--- src/verilog/aas_pkg.sv ---
// package for the accumulator alu subset: opcode fields, flag positions, cycle timing
// assumes a single core clock mclk; no software-visible registers
package aas_pkg;
    localparam int unsigned DATA_W      = 8;
    localparam int unsigned INSTR_W     = 12;
    localparam int unsigned ADDR_W      = 5;
    localparam int unsigned FILE_DEPTH  = 32;
    localparam int unsigned PHASES      = 4;          // oscillator periods per instruction cycle
    // opcode fields
    localparam logic [5:0] OP_ADD_FILE  = 6'h07;      // 000111
    localparam logic [5:0] OP_AND_FILE  = 6'h05;      // 000101
    localparam logic [3:0] OP_AND_LIT   = 4'he;       // 1110
    localparam logic [3:0] OP_CLR_BIT   = 4'h4;       // 0100
    localparam int unsigned DEST_BIT    = 5;
    localparam int unsigned BIT_LSB     = 5;
    // status flag positions
    localparam int unsigned FLAG_CARRY  = 0;
    localparam int unsigned FLAG_NIBBLE = 1;
    localparam int unsigned FLAG_ZERO   = 2;
    localparam logic [7:0] ACC_RESET    = 8'h00;
    localparam logic [2:0] FLAGS_RESET  = 3'h0;
    localparam logic [1:0] PHASE_LAST   = 2'h3;
    localparam logic [1:0] PHASE_EXEC   = 2'h3;
    localparam logic [1:0] PHASE_FIRST  = 2'h0;       // phase after reset and after execute
    localparam logic [1:0] PHASE_READ   = 2'h2;       // phase that launches the operand read
    localparam int unsigned OP6_LSB     = 6;          // low end of a six-bit opcode
    localparam int unsigned OP4_LSB     = 8;          // low end of a four-bit opcode
    typedef enum logic [2:0] {AAS_NOP, AAS_ADD, AAS_ANDF, AAS_ANDL, AAS_CLRB} aas_op_t;
endpackage
--- src/verilog/aas_core.sv ---
// execution datapath for add/and/clear-bit instructions on accumulator and file registers
// assumes instr is held stable for a whole instruction cycle, starting at phase 0
//
// Summary of operation
// - opcode 000111 adds accumulator and addressed file register.
// - destination bit 0 sends add/and-file result to accumulator only.
// - destination bit 1 writes result back to file, accumulator kept.
// - opcode 000101 ands accumulator with addressed file register.
// - opcode 1110 ands accumulator with eight-bit literal.
// - and-literal always targets accumulator, never writes a file register.
// - one instruction cycle spans exactly four clock periods.
// - eight-bit two's complement unit, accumulator as one operand.
// - accumulator is a private eight-bit register, not file mapped.
// - add updates carry, nibble carry, zero; and updates zero only.
`timescale 1ns/10ps
module aas_core #(
    parameter int unsigned W = 8
) (
    input  wire logic                           mclk,
    input  wire logic                           reset_n,
    input  wire logic [aas_pkg::INSTR_W-1:0]    instr,
    output logic      [1:0]                     phase,
    output logic                                cycle_end,
    output logic      [W-1:0]                   acc,
    output logic                                carry_flag,
    output logic                                nibble_carry_flag,
    output logic                                zero_flag,
    input  wire logic [aas_pkg::ADDR_W-1:0]     dbg_addr,
    output logic      [W-1:0]                   dbg_data
);
    logic [1:0]                 next_phase;
    logic [W-1:0]               next_acc;
    logic                       next_carry;
    logic                       next_nibble;
    logic                       next_zero;
    aas_pkg::aas_op_t           op;
    logic                       dest_file;
    logic [aas_pkg::ADDR_W-1:0] faddr;
    logic [2:0]                 bsel;
    logic [W-1:0]               fval;
    logic [W-1:0]               result;
    logic [W:0]                 sum;
    logic [4:0]                 low_sum;
    logic                       exec;
    logic                       file_we;
    logic [aas_pkg::ADDR_W-1:0] ram_addr;

    // ================================================================
    // decode
    always_comb begin
        faddr     = instr[aas_pkg::ADDR_W-1:0];
        bsel      = instr[aas_pkg::BIT_LSB+2:aas_pkg::BIT_LSB];
        dest_file = instr[aas_pkg::DEST_BIT];
        op        = aas_pkg::AAS_NOP;
        if (instr[aas_pkg::INSTR_W-1:aas_pkg::OP6_LSB] == aas_pkg::OP_ADD_FILE) begin
            op = aas_pkg::AAS_ADD;
        end else if (instr[aas_pkg::INSTR_W-1:aas_pkg::OP6_LSB] == aas_pkg::OP_AND_FILE) begin
            op = aas_pkg::AAS_ANDF;
        end else if (instr[aas_pkg::INSTR_W-1:aas_pkg::OP4_LSB] == aas_pkg::OP_AND_LIT) begin
            op = aas_pkg::AAS_ANDL;
        end else if (instr[aas_pkg::INSTR_W-1:aas_pkg::OP4_LSB] == aas_pkg::OP_CLR_BIT) begin
            op = aas_pkg::AAS_CLRB;
        end
    end

    // ================================================================
    // phase counter: the whole instruction executes once per four clocks
    always_comb begin
        next_phase = (phase == aas_pkg::PHASE_LAST) ? aas_pkg::PHASE_FIRST : 2'(phase + 2'h1);
    end
    always_ff @(posedge mclk) begin
        if (!reset_n) begin
            phase <= aas_pkg::PHASE_FIRST;
        end else begin
            phase <= next_phase;
        end
    end
    assign exec      = (phase == aas_pkg::PHASE_EXEC);
    assign cycle_end = exec;

    // ================================================================
    // file ram; read address shared with debug port in phases 0 and 1, outside the read and execute phases
    assign ram_addr = exec ? faddr : (phase == aas_pkg::PHASE_READ ? faddr : dbg_addr);
    aas_file_ram #(.WIDTH(W), .DEPTH(aas_pkg::FILE_DEPTH), .AW(aas_pkg::ADDR_W)) u_ram (
        .mclk  (mclk),
        .we    (file_we),
        .waddr (faddr),
        .wdata (result),
        .raddr (ram_addr),
        .rdata (fval)
    );
    assign dbg_data = fval;

    // ================================================================
    // alu: eight-bit two's complement sum gives carry out and nibble carry
    always_comb begin
        sum     = {1'b0, acc} + {1'b0, fval};
        low_sum = {1'b0, acc[3:0]} + {1'b0, fval[3:0]};
        case (op)
            aas_pkg::AAS_ADD:  result = sum[W-1:0];
            aas_pkg::AAS_ANDF: result = acc & fval;
            aas_pkg::AAS_ANDL: result = acc & instr[W-1:0];
            aas_pkg::AAS_CLRB: result = fval & ~(W'(1) << bsel);
            default:           result = acc;
        endcase
    end

    // ================================================================
    // write-back steering and flags
    always_comb begin
        next_acc    = acc;
        next_carry  = carry_flag;
        next_nibble = nibble_carry_flag;
        next_zero   = zero_flag;
        file_we     = 1'b0;
        if (exec) begin
            case (op)
                aas_pkg::AAS_ADD, aas_pkg::AAS_ANDF: begin
                    if (dest_file) begin
                        file_we = 1'b1;
                    end else begin
                        next_acc = result;
                    end
                    next_zero = (result == '0);
                    if (op == aas_pkg::AAS_ADD) begin
                        next_carry  = sum[W];
                        next_nibble = low_sum[4];
                    end
                end
                aas_pkg::AAS_ANDL: begin
                    next_acc  = result;
                    next_zero = (result == '0);
                end
                aas_pkg::AAS_CLRB: file_we = 1'b1;
                default: ;
            endcase
        end
    end
    // accumulator has no file address: only the datapath reaches it
    always_ff @(posedge mclk) begin
        if (!reset_n) begin
            acc               <= aas_pkg::ACC_RESET;
            carry_flag        <= aas_pkg::FLAGS_RESET[aas_pkg::FLAG_CARRY];
            nibble_carry_flag <= aas_pkg::FLAGS_RESET[aas_pkg::FLAG_NIBBLE];
            zero_flag         <= aas_pkg::FLAGS_RESET[aas_pkg::FLAG_ZERO];
        end else begin
            acc               <= next_acc;
            carry_flag        <= next_carry;
            nibble_carry_flag <= next_nibble;
            zero_flag         <= next_zero;
        end
    end

    // ================================================================
    // checks
    a_cycle_four_clocks: assert property (@(posedge mclk) disable iff (!reset_n)
        cycle_end |=> !cycle_end [*3] ##1 cycle_end) else $error("cycle not four clocks");
    a_add_to_acc: assert property (@(posedge mclk) disable iff (!reset_n)
        exec && op == aas_pkg::AAS_ADD && !dest_file |=> acc == $past(sum[W-1:0]))
        else $error("add result missing in accumulator");
    a_dest_acc_keeps: assert property (@(posedge mclk) disable iff (!reset_n)
        exec && (op == aas_pkg::AAS_ADD || op == aas_pkg::AAS_ANDF) && !dest_file |-> !file_we)
        else $error("file written with destination zero");
    a_dest_file_keeps: assert property (@(posedge mclk) disable iff (!reset_n)
        exec && (op == aas_pkg::AAS_ADD || op == aas_pkg::AAS_ANDF) && dest_file |=> $stable(acc))
        else $error("accumulator changed with destination one");
    a_and_file_acc: assert property (@(posedge mclk) disable iff (!reset_n)
        exec && op == aas_pkg::AAS_ANDF && !dest_file |=> acc == ($past(acc) & $past(fval)))
        else $error("and with file wrong");
    a_and_literal: assert property (@(posedge mclk) disable iff (!reset_n)
        exec && op == aas_pkg::AAS_ANDL |=> acc == ($past(acc) & $past(instr[W-1:0])))
        else $error("and literal wrong");
    a_literal_no_file: assert property (@(posedge mclk) disable iff (!reset_n)
        op == aas_pkg::AAS_ANDL |-> !file_we) else $error("and literal wrote file");
    a_clear_bit_flags: assert property (@(posedge mclk) disable iff (!reset_n)
        exec && op == aas_pkg::AAS_CLRB |-> file_we ##1
        ($stable(zero_flag) && $stable(carry_flag) && $stable(nibble_carry_flag)))
        else $error("clear bit disturbed flags");
    a_and_carry_kept: assert property (@(posedge mclk) disable iff (!reset_n)
        exec && (op == aas_pkg::AAS_ANDF || op == aas_pkg::AAS_ANDL) |=>
        $stable(carry_flag) && $stable(nibble_carry_flag) && zero_flag == ($past(result) == '0))
        else $error("and flags wrong");
    a_add_carry: assert property (@(posedge mclk) disable iff (!reset_n)
        exec && op == aas_pkg::AAS_ADD |=> carry_flag == $past(sum[W]))
        else $error("add carry wrong");

    // nibble carry rebuilt from the operands, not from the adder's own low sum
    a_add_nibble: assert property (@(posedge mclk) disable iff (!reset_n)
        exec && op == aas_pkg::AAS_ADD |=>
        nibble_carry_flag == (({1'b0, $past(acc[3:0])} + {1'b0, $past(fval[3:0])}) > 5'h0f))
        else $error("add nibble carry wrong");
    // zero flag of the add follows its eight-bit result, carry out excluded
    a_add_zero: assert property (@(posedge mclk) disable iff (!reset_n)
        exec && op == aas_pkg::AAS_ADD |=> zero_flag == ($past(sum[W-1:0]) == '0))
        else $error("add zero flag wrong");
    // destination one must really write the sum back into the file
    a_add_to_file: assert property (@(posedge mclk) disable iff (!reset_n)
        exec && op == aas_pkg::AAS_ADD && dest_file |-> file_we && result == sum[W-1:0])
        else $error("add not written to file");
    // clear bit drops the chosen bit and keeps every other one
    a_clear_bit_value: assert property (@(posedge mclk) disable iff (!reset_n)
        exec && op == aas_pkg::AAS_CLRB |->
        !result[bsel] && ((result | (W'(1) << bsel)) == (fval | (W'(1) << bsel))))
        else $error("clear bit value wrong");
    // reset restarts the count so the next instruction gets all four clocks
    a_phase_reset: assert property (@(posedge mclk)
        !reset_n |=> phase == aas_pkg::PHASE_FIRST)
        else $error("phase not restarted by reset");
    // accumulator is private: nothing but an executing instruction moves it
    a_acc_idle: assert property (@(posedge mclk) disable iff (!reset_n)
        !exec |=> $stable(acc))
        else $error("accumulator changed outside execute");
endmodule // aas_core

--- src/verilog/aas_file_ram.sv ---
// file register memory: 32 words, one write port, registered read
// assumes read address is held stable for at least one cycle before use
`timescale 1ns/10ps
module aas_file_ram #(
    parameter int unsigned WIDTH = 8,
    parameter int unsigned DEPTH = 32,
    parameter int unsigned AW    = 5
) (
    input  wire logic             mclk,
    input  wire logic             we,
    input  wire logic [AW-1:0]    waddr,
    input  wire logic [WIDTH-1:0] wdata,
    input  wire logic [AW-1:0]    raddr,
    output logic      [WIDTH-1:0] rdata
);
    logic [WIDTH-1:0] mem [DEPTH];

    // ================================================================
    // storage; contents undefined after reset like real file ram
    always_ff @(posedge mclk) begin
        if (we) begin
            mem[waddr] <= wdata;
        end
        rdata <= mem[raddr];
    end
endmodule // aas_file_ram

--- config.mk ---
export PLATFORM = sky130hd
export DESIGN_NAME = aas_core
export DESIGN_NICKNAME = d
export VERILOG_FILES = /design/src/verilog/aas_pkg.sv /design/src/verilog/aas_core.sv /design/src/verilog/aas_file_ram.sv
export SDC_FILE = /design/constraint.sdc
export NUM_CORES = 1
export LEC_CHECK = 0
export BUFFER_PORTS_ARGS = -buffer_cell sky130_fd_sc_hd__buf_2
export CAP_MARGIN = 5
export CORE_MARGIN = 5
export CORE_UTILIZATION = 62
export CTS_BUF_LIST = sky130_fd_sc_hd__clkbuf_8 sky130_fd_sc_hd__clkbuf_16
export CTS_CLUSTER_SIZE = 25
export DETAILED_ROUTE_END_ITERATION = 8
export PLACE_DENSITY = 0.8
export SYNTH_ARGS = -nofsm -noshare
export SYNTH_HDL_FRONTEND = slang
export SYNTH_SLANG_ARGS = --single-unit
--- constraint.sdc ---
create_clock -name mclk -period 3.7 [get_ports mclk]
set_clock_uncertainty 0.1 [all_clocks]
set_input_delay 0.925 -clock mclk [delete_from_list [all_inputs] [get_ports mclk]]
set_output_delay 0.925 -clock mclk [all_outputs]
set_load 0.02 [all_outputs]
# After elaboration in Yosys (flattened, before gate mapping)
# Memory sizes are Yosys's and may differ from the RTL's. A register that Yosys moved wholly into a read port is not among the register bits.
# Cells that the tools add are included.
classes:
  addsub: 3
  eq_ne: 11
  shift: 1
  mux: 14
  n_bitwise: 5
  n_reduce_logical: 8
op_table:
  columns: ["cell", "count"]
  rows:
  - ["8-bit one-hot mux with 4 select lines", 1]
  - ["8-bit bitwise AND", 3]
  - ["8-bit one-hot mux with 2 select lines", 1]
  - ["6-bit by 3-bit == test with 1-bit output, second input constant", 2]
  - ["3-bit two-way mux", 4]
  - ["5-bit two-way mux", 2]
  - ["8-bit by 8-bit adder with 9-bit output", 1]
  - ["8-bit logical NOT", 1]
  - ["8-bit two-way mux", 1]
  - ["8-bit inverter", 1]
  - ["1-bit by 3-bit << shifter with 8-bit output, first input constant", 1]
  - ["3-bit by 2-bit == test with 1-bit output, second input constant", 2]
  - ["3-bit AND reduction", 2]
  - ["4-bit by 4-bit adder with 5-bit output", 1]
  - ["2-bit == test, second input constant", 2]
  - ["4-bit by 3-bit == test with 1-bit output, second input constant", 1]
  - ["4-bit == test, second input constant", 1]
  - ["1-bit two-way mux", 4]
  - ["2-bit OR reduction", 2]
  - ["3-bit by 1-bit == test with 1-bit output, second input constant", 1]
  - ["3-bit == test, second input constant", 1]
  - ["3-bit OR reduction", 1]
  - ["2-bit by 1-bit adder with 2-bit output, second input constant", 1]
  - ["2-bit != test, second input constant", 1]
  - ["4 further kinds", 4]
word_totals:
  regBits: 13
  mem_bits_rw: 256
  inputBits: 19
  out_inout_bits: 22
  mem_count: 1
memory_table:
  columns: ["memory", "depth", "word_bits", "rd", "rd_clocked_by_memory_dff", "wr", "line_no", "rtl"]
  rows:
  - ["u_ram.mem", 32, 8, 1, 1, 1, "aas_file_ram.sv:16", "logic [WIDTH-1:0] mem [DEPTH];"]

# Depth between registers and ports, before layout
# Gate-level depths: netlist of run 1.
logic_depth:
  ltp_word: 11
  mapped_depth: 9
  depth_no_buf: 9

# Hierarchy
# Synthesis of run 1 repeated with hierarchy kept, for this count alone.
hier_totals:
  cells_unflattened: 588
  area_unflattened_um2: 11494.8
by_module_without_submodules:
  columns: ["module", "n_inst", "cells_each", "area_each_um2"]
  rows:
  - ["aas_file_ram", 1, 417, 10053.4]
  - ["aas_core", 1, 171, 1441.4]

# Least setup slack after synthesis of run 1
# OpenSTA, ideal clock, no wires.
synth_path:
  path_type: "input port to flip-flop"
  startpoint: "input port instr[10] (netlist name)"
  endpoint: "register zero_flag"
  setup_time_ns: 0.144
  t_arrival_ns: 3.001
  required_ns: 3.456
  path_slack_ns: 0.455
  path_stages: 6
  path_buffers: 0
  cell_sequence: "nor4b_1 -> a32oi_1 -> o221ai_1 -> and4b_1 -> nand4_1 -> o41ai_2"
synth_between:
  elab_chain_len: 8
  elab_cells_between_ends: 16
  classes_between: "eq/ne (8); mux (5); reduce/logical (3)"
synth_lines:
  columns: ["item", "line_no", "rtl"]
  rows:
  - ["start: declaration", "aas_core.sv:21", "input wire logic [aas_pkg::INSTR_W-1:0] instr,"]
  - ["4-bit by 3-bit == test with 1-bit output", "aas_core.sv:61", "end else if (instr[aas_pkg::INSTR_W-1:aas_pkg::OP4_LSB] == aas_pkg::OP_CLR_BIT) begin"]
  - ["3-bit two-way mux", "aas_core.sv:61", null]
  - ["3-bit two-way mux", "aas_core.sv:59", "end else if (instr[aas_pkg::INSTR_W-1:aas_pkg::OP4_LSB] == aas_pkg::OP_AND_LIT) begin"]
  - ["3-bit two-way mux", "aas_core.sv:57", "end else if (instr[aas_pkg::INSTR_W-1:aas_pkg::OP6_LSB] == aas_pkg::OP_AND_FILE) begin"]
  - ["3-bit two-way mux (*)", "aas_core.sv:55", "if (instr[aas_pkg::INSTR_W-1:aas_pkg::OP6_LSB] == aas_pkg::OP_ADD_FILE) begin"]
  - ["3-bit == test, or another cell as far along", "aas_core.sv:99", "case (op)"]
  - ["8-bit one-hot mux with 4 select lines (*)", "aas_core.sv:99", null]
  - ["net result[1]", "aas_core.sv:41", "logic [W-1:0] result;"]
  - ["8-bit logical NOT (*)", "aas_core.sv:124, aas_core.sv:132", null]
  - ["end signal: assignment", "aas_core.sv:145", "zero_flag <= aas_pkg::FLAGS_RESET[aas_pkg::FLAG_ZERO];"]
  - ["end signal: assignment", "aas_core.sv:150", "zero_flag <= next_zero;"]
  - ["end: declaration", "aas_core.sv:27", "output logic zero_flag,"]
# The timed path passes the listed nets; every way through them passes the cells marked *.
# A chain may end at the register's enable or synchronous reset.

# Final worst setup path of run 1
layout_path:
  startpoint: "register phase[0]"
  endpoint: "register u_ram.rdata[2], read port of u_ram.mem"
layout_between:
  elab_chain_len: 3
  elab_cells_between_ends: 4
  classes_between: "eq/ne (2); mux (2)"
layout_lines:
  columns: ["item", "line_no", "rtl"]
  rows:
  - ["start: declaration", "aas_core.sv:22", "output logic [1:0] phase,"]
  - ["start signal: assignment", "aas_core.sv:73", "phase <= aas_pkg::PHASE_FIRST;"]
  - ["start signal: assignment", "aas_core.sv:75", "phase <= next_phase;"]
  - ["2-bit == test", "aas_core.sv:83", "assign ram_addr = exec ? faddr : (phase == aas_pkg::PHASE_READ ? faddr : dbg_addr);"]
  - ["5-bit two-way mux", "aas_core.sv:83", null]
  - ["5-bit two-way mux (*)", "aas_core.sv:83", null]
  - ["end: declaration", "aas_file_ram.sv:14", "output logic [WIDTH-1:0] rdata"]
# Every way passes the cells marked *; elsewhere a longest branch is shown, timed or not.

==> results by group, run 1 <==
Outcome
  – Status: finished, final reports clean

GRT
  – First-pass GRT wire length: 39.9 mm
  – GR Util All Layers: 24.5%
  – Vias in the first global route: 6,546
  – Initial antenna violation count: 0
  – Pin count of the biggest net entering global routing: between 60 and 70
  – Grt ovf: 0

Place
  – Port-buffer cells: 40
  – GPL Wtd Cong: 1.03
  – Cell total after placement: 932
  – DP Wirelength: 16.8 mm

Synthesis
  – Synth Instances: 632
  – Post-synth ARST share: 0%
  – Seq cells post-synth: 277
  – Synthesized area: 11,600 um2
  – Syn Area/Cell: 18.4 um2
  – Synth Flop Type: edfxtp_1
  – Synth warn: 0
  – Seq/Total Area, Yosys: roughly 70%
  – Number of synthesized flops with an enable pin: 256
  – Distinct cells, synth: 60
  – Net count after synthesis: approximately 660

Die
  – Core Area: 18,600 um2
  – Die Ht: 147 um
  – Die Span X: 147 um
  – Io pins: 41
  – Die area: 21,600 um2
  – Initial Utilization: between 60% and 70%
  – Row Count: 50

Final layout
  – Area grow syn2layout: 14.0%
  – Finished Layout Cells: 982
  – Layout cell share with drive strength beyond 1: 26.5%
  – Ant. Diodes: 0
  – Most common cell after layout, fill and taps aside: edfxtp_1
  – Nets: ~760
  – Most frequent cells in the layout: 256 x edfxtp_1, 50 x buf_4, 49 x nor2_1

Detailed routing
  – WL/cell: 26.6 um
  – Via density: 6.67
  – Final ANT Viol Nets: 0
  – Post-route DRC: 0
  – Final wirelength: ~26 mm
  – Detailed-route via count: 6,548
  – First-pass detailed-route iteration total: 5
  – Drt first-iter violations: 668

Clocking
  – Bufs on Longest Clock Path: 3
  – Cts hold-fix bufs: 0
  – CTS H-tree lvls: 1
  – Setup bufs post-CTS: 0
  – CTS Buf Count: 27
  – Clk slew on worst S/H paths: around 60 ps
  – CTS tree: yes
  – Clock Latency Late Sink: 540 ps
  – CTS Root Cell: clkbuf_16
  – Num Clock Sinks: 277
  – Resized cells post-CTS: 0

STA
  – Setup TNS Final: 0 ps
  – Max Fclk: 0.288 GHz
  – Pins over their slew limit: 0
  – Actual slew at the worst max-slew pin: 771 ps
  – RSZ-0062 raised after global routing: false
  – Relative slew slack: 47.5%
  – Hold WS: 394 ps
  – Fin. Hold Viols: 0
  – Min cycle time layout: 3470 ps
  – Final cycle utilization of the critical path: between 90 and 100%
  – # setup viols final: 0

Pwr
  – Lkg Pwr: 4.68 nW
  – Worst vdd ir: 0.361 mV
  – Power per Cell Area: 523 nW/um2
  – Overall power: 0.00693 W

Min path
  – Hold Crit Class: register to register

Worst setup path
  – Flop2flop setup slack: 230 ps
  – CP peak stage delay: 640 ps
  – CP max FO: 64
  – Critical path data required time: 3970 ps
  – CP max stage cell: mux4_1
  – Crit path DAT: 3740 ps
  – Critical Path End Type: register
  – Cells along the critical path: ha_1, nor2_8, mux2i_4, buf_12, mux4_1, mux2_2, o22ai_1, a221oi_1
  – Crit start category: register
  – Crit path kind: register to register

Job
  – Max-capacitance violation count: 0
==> logic make-up after synthesis <==
kind of cell    synth area share (%)
xor+xnor                       0.226
fa+ha+maj                       1.25
simple gates                    4.89
buf+inv                         2.22
mux                             16.8
compound gates                  4.83
flops                           69.8
==> flip-flops by register name, indices dropped and copies added, names as in the netlist <==
signal and flops:
u_ram.mem 256, acc 8, u_ram.rdata 8, phase 2
carry_flag 1, nibble_carry_flag 1, zero_flag 1
==> routing by layer <==
layer	global-route usage, %	routed length (um)	up-vias
met5	0	0	-
met4	7.15	744	0
met3	3.49	2210	50
met2	40.0	12900	417
met1	35.3	10300	3296
li1	-	-	2785
==> cell usage after synthesis (5+ instances only) <==
master / count / area share [%]
mux2_2: 17 / 1.6
nand2b_1: 6 / 0.32
nand3_1: 9 / 0.39
a32oi_1: 7 / 0.53
o22ai_1: 9 / 0.48
edfxtp_1: 256 / 66
a21oi_1: 10 / 0.43
mux4_2: 42 / 8.1
buf_2: 6 / 0.26
nor3_1: 5 / 0.22
mux2i_1: 19 / 1.6
dfxtp_1: 21 / 3.6
ha_1: 10 / 1.1
a211oi_1: 7 / 0.45
clkbuf_1: 10 / 0.32
a221oi_1: 10 / 0.75
mux4_1: 22 / 5.0
buf_6: 5 / 0.48
nand2_1: 26 / 0.84
o21ai_0: 9 / 0.39
inv_1: 17 / 0.55
nor2_1: 49 / 1.6
==> through the flow <==
stage | setup slack [ps] | util (%) | instance area [um2]
after floorplan | 455 | - | 11600
after global placement | 343 | 66.6 | 12400
after detailed placement | 285 | 66.6 | 12400
after CTS | 247 | 71.2 | 13200
after global routing | 66.0 | 71.2 | 13200
final | 231 | 71.2 | 13200
==> cell type report <==
class	instances	area, um2
clock inverters	21	161
multi-input cells	310	3270
fillers	1082	5340
repair buffers	93	636
clock buffers	29	703
well taps	234	293
inverters	18	67.6
flip-flops and latches	277	8110
==> final timing paths <==
check / startpoint / end / cells after the start
hold reg to reg: phase[0] / phase[0] / 1
setup / recovery: phase[0] / u_ram.rdata[2] / 8
hold / removal: phase[0] / phase[0] / 1
setup reg to reg: phase[0] / u_ram.rdata[2] / 8
==> power breakdown <==
| group | internal, W | switching (W) | total [W] | leakage (nW) |
|---|---|---|---|---|
| logic | 0.000346 | 0.000457 | 0.000804 | 1.70 |
| clock network | 0.00151 | 0.00112 | 0.00263 | 0.454 |
| registers | 0.00344 | 0.0000515 | 0.00349 | 2.53 |
| total | 0.00530 | 0.00163 | 0.00693 | 4.68 |
==> worst max-delay path: cells and delay by family, from the launching register on <==
family                     cells  cell delay (ps)
AOI/OAI and AO/OA              2              450
adders and majority gates      1              410
buffers and inverters          1              360
DFF                            1              340
muxes                          3             1210
and+or+nand+nor                1              280
Power figures use the tool's default switching activity.
==> run 2: changes to the inputs <==
Settings changed: SYNTH_HIERARCHICAL from default to 1.
==> run 2 against run 1 <==
- first-iteration DRC count shrank 11%
- largest cell class unchanged
- critical path depth is the same
- worst hold slack lost 29 ps
- critical path type is now primary input to register
- cell count shrank 5.7%
- via count shrank 4.2%
- flip-flop and latch count is the same
- count of clock-buffer cells in the layout shrank 2
- routed wire length grew 2.9%
- sequential share of layout area grew 0.31 points
- fmax grew 10%
==> results by group, run 2 <==
Outcome
  – Status: finished, final reports clean

Place
  – Port-buffer cells: 40 (unchanged)
  – DP Wirelength: 16.3 mm (-2.7%)
  – GPL Wtd Cong: 0.981 (-4.6%)

Synthesis
  – Seq cells post-synth: 277 (unchanged)
  – Synthesized area: 11,500 um2 (-1.0%)
  – Number of synthesized flops with an enable pin: 256 (unchanged)
  – Leading area contributor after synthesis: edfxtp_1
  – Seq/Total Area, Yosys: 70.5% (+0.74 points)
  – Synth Instances: 588 (-7.0%)
  – Adder-cell share of the synthesized area: 1.26% (+0.013 points)
  – Largest family of logic cells by synthesized area: multiplexers
  – Synth Area in XOR/XNOR: 0.229% (+0.0024 points)
  – Synth warn: 6 (+6)
  – Most numerous cell in the Yosys netlist: edfxtp_1
  – Top cells by count, synth: 256 x edfxtp_1, 80 x mux4_2, 46 x nor2_1
  – Compound-Gate Fraction of Synth Area: 3.25% (-1.6 points)
  – Simple-gate share of the synthesized area: 5.40% (+0.51 points)
  – Distinct cells, synth: 61 (+1.7%)
  – Net count after synthesis: 618 (-6.6%)
  – Synth Flop Type: edfxtp_1
  – Post-synth ARST share: 0% (unchanged)
  – Top post-synthesis cells by area: edfxtp_1 67%, mux4_2 16%, dfxtp_1 3.7%
  – Syn Area/Cell: 19.5 um2 (+6.4%)
  – Yosys top cell area share: 66.9% (+0.70 points)
  – Multiplexer share of the synthesized area: 17.6% (+0.77 points)

Clocking
  – Resized cells post-CTS: 0 (unchanged)
  – Setup bufs post-CTS: 0 (unchanged)
  – CTS Buf Count: 27 (unchanged)
  – Cts hold-fix bufs: 0 (unchanged)
  – Num Clock Sinks: 277 (unchanged)
  – CTS tree: yes
  – Bufs on Longest Clock Path: 3 (unchanged)
  – Clock Latency Late Sink: 530 ps (about the same)
  – CTS H-tree lvls: 1 (unchanged)
  – Clk slew on worst S/H paths: 60 ps (about the same)
  – CTS Root Cell: clkbuf_16

Final layout
  – Nets: 706 (-6.7%)
  – Max FFs per register: 256 (unchanged)
  – Post-Route Utilization: 72.8% (+1.6 points)
  – Most common cell after layout, fill and taps aside: edfxtp_1
  – Layout cell share with drive strength beyond 1: 35.3% (+8.8 points)
  – Biggest regs: u_ram/mem (256), acc (8), u_ram/rdata (8)
  – Fill count: 1,009 (-6.7%)
  – Ant. Diodes: 0 (unchanged)
  – Area grow syn2layout: 14.6%
  – Most frequent cells in the layout: 256 x edfxtp_1, 80 x mux4_2, 46 x nor2_1
  – Reg with most FFs: u_ram/mem

Die
  – Die Span X: 146 um (-0.49%)
  – Io pins: 41 (unchanged)
  – Die Ht: 146 um (-0.49%)
  – Row Count: 49 (-2.0%)
  – Die area: 21,400 um2 (-0.98%)
  – Initial Utilization: 63.6% (+1.0 points)
  – Core Area: 18,100 um2 (-2.7%)

Worst setup path
  – Crit path kind: primary input to register
  – Critical Path End Type: register
  – Crit path DAT: 3270 ps (-470 ps)
  – CP peak stage delay: 650 ps (about the same)
  – Cells along the critical path: buf_2, nor4b_4, and2_2, a21oi_1, nor2b_1, or3b_2, nor2_1, buf_4
  – Crit start category: primary input
  – Flop2flop setup slack: 650 ps (+420 ps)
  – CP max stage cell: or3b_2
  – Critical path data required time: 3820 ps (-150 ps)
  – CP max FO: 9 (-86%)

STA
  – Min cycle time layout: 3150 ps (-319 ps)
  – Max Fclk: 0.317 GHz (+10%)
  – RSZ-0062 raised after global routing: false
  – # setup viols final: 0 (unchanged)
  – Actual slew at the worst max-slew pin: 715 ps (-55.7 ps)
  – Fin. Hold Viols: 0 (unchanged)
  – Final cycle utilization of the critical path: 85.1% (-8.6 points)
  – Setup TNS Final: 0 ps (unchanged)
  – Relative slew slack: 52.3% (+4.8 points)
  – Pins over their slew limit: 0 (unchanged)

Pwr
  – Net Sw Frac: 22.7% (-0.76 points)
  – Worst vdd ir: 0.392 mV (+8.5%)
  – Gate power share: 11.3% (-0.3 points)
  – Overall power: 0.00710 W (+2.5%)
  – Psw: 0.00162 W (-0.79%)
  – Clock network power share: 39.6% (+1.6 points)
  – Seq pwr share: 49.2% (-1.2 points)
  – Lkg Pwr: 4.49 nW (-4.1%)
  – Int Pwr: 0.00549 W (+3.5%)
  – Power per Cell Area: 539 nW/um2 (+3.0%)

Detailed routing
  – WL/cell: 29.1 um (+9.1%)
  – First-pass detailed-route iteration total: 5 (unchanged)
  – Final ANT Viol Nets: 0 (unchanged)
  – Drt first-iter violations: 597 (-11%)
  – Post-route DRC: 0 (unchanged)
  – Detailed-route via count: 6,275 (-4.2%)
  – Via density: 6.78 (+1.6%)
  – Final wirelength: 26.9 mm (+2.9%)

GRT
  – Grt ovf: 0 (unchanged)
  – Vias in the first global route: 6,378 (-2.6%)
  – First-pass GRT wire length: 40.9 mm (+2.5%)
  – GR Util All Layers: 25.7% (+1.2 points)
  – Pin count of the biggest net entering global routing: 65 (unchanged)
  – Initial antenna violation count: 0 (unchanged)

Min path
  – Hold Crit Class: register to register

Job
  – Max-capacitance violation count: 0 (unchanged)
## run 2: worst paths after layout
check                 start              end  depth (start not counted)
setup / recovery  instr[11]  u_ram/mem[4][1]                          8
hold / removal     phase[0]         phase[0]                          1
setup reg to reg   phase[0]   u_ram/rdata[1]                          7
hold reg to reg    phase[0]         phase[0]                          1
## run 2: power by group through the flow
stage / combinational [W] / sequential (W) / clock [W]
final: 0.000801 / 0.00349 / 0.00281
after global routing: 0.000850 / 0.00349 / 0.00301
after CTS: 0.000803 / 0.00349 / 0.00285
after detailed placement: 0.000794 / 0.00356 / 0
after global placement: 0.000773 / 0.00356 / 0
after floorplan: 0.000515 / 0.00358 / 0
## run 2: layout make-up
class	count	area (um2)	area share [%]
Timing Repair Buffer	87	591	4.48
Inverter	8	30.0	0.228
Sequential cell	277	8110	61.6
Clock buffer	27	676	5.13
Clock inverter	23	243	1.84
Tap cell	229	287	2.18
Multi-Input combinational cell	275	3240	24.6
## run 2: cell families (layout without fill, tap and decap cells)
logic type	count (synthesis)	in the layout
compound gates	51	51
simple gates	110	110
xor+xnor	3	3
flops	277	277
buf+inv	36	145
fa+ha+maj	11	11
mux	100	100
## run 2: layer usage
layer / vias to the layer above / GRT usage (%) / part of all wire (%)
met1: 3200 / 35.5 / 38
li1: 2618 / - / -
met4: 0 / 10.4 / 4.5
met2: 378 / 40.7 / 48
met5: - / 0 / 0
met3: 79 / 5.48 / 9.3
## run 2: stage by stage
step	area, um2	worst slack [ps]	hold WS [ps]	instances
after floorplan	11500	157	418	588
after global placement	12300	238	337	876
after detailed placement	12300	152	357	876
after CTS	13200	647	371	926
after global routing	13200	461	403	926
final	13200	550	366	926
## run 2: worst max-delay path: cells and delay by family
kind	cells	cell delay, ps
simple gates	5	1880
buf+inv	2	370
compound gates	1	80
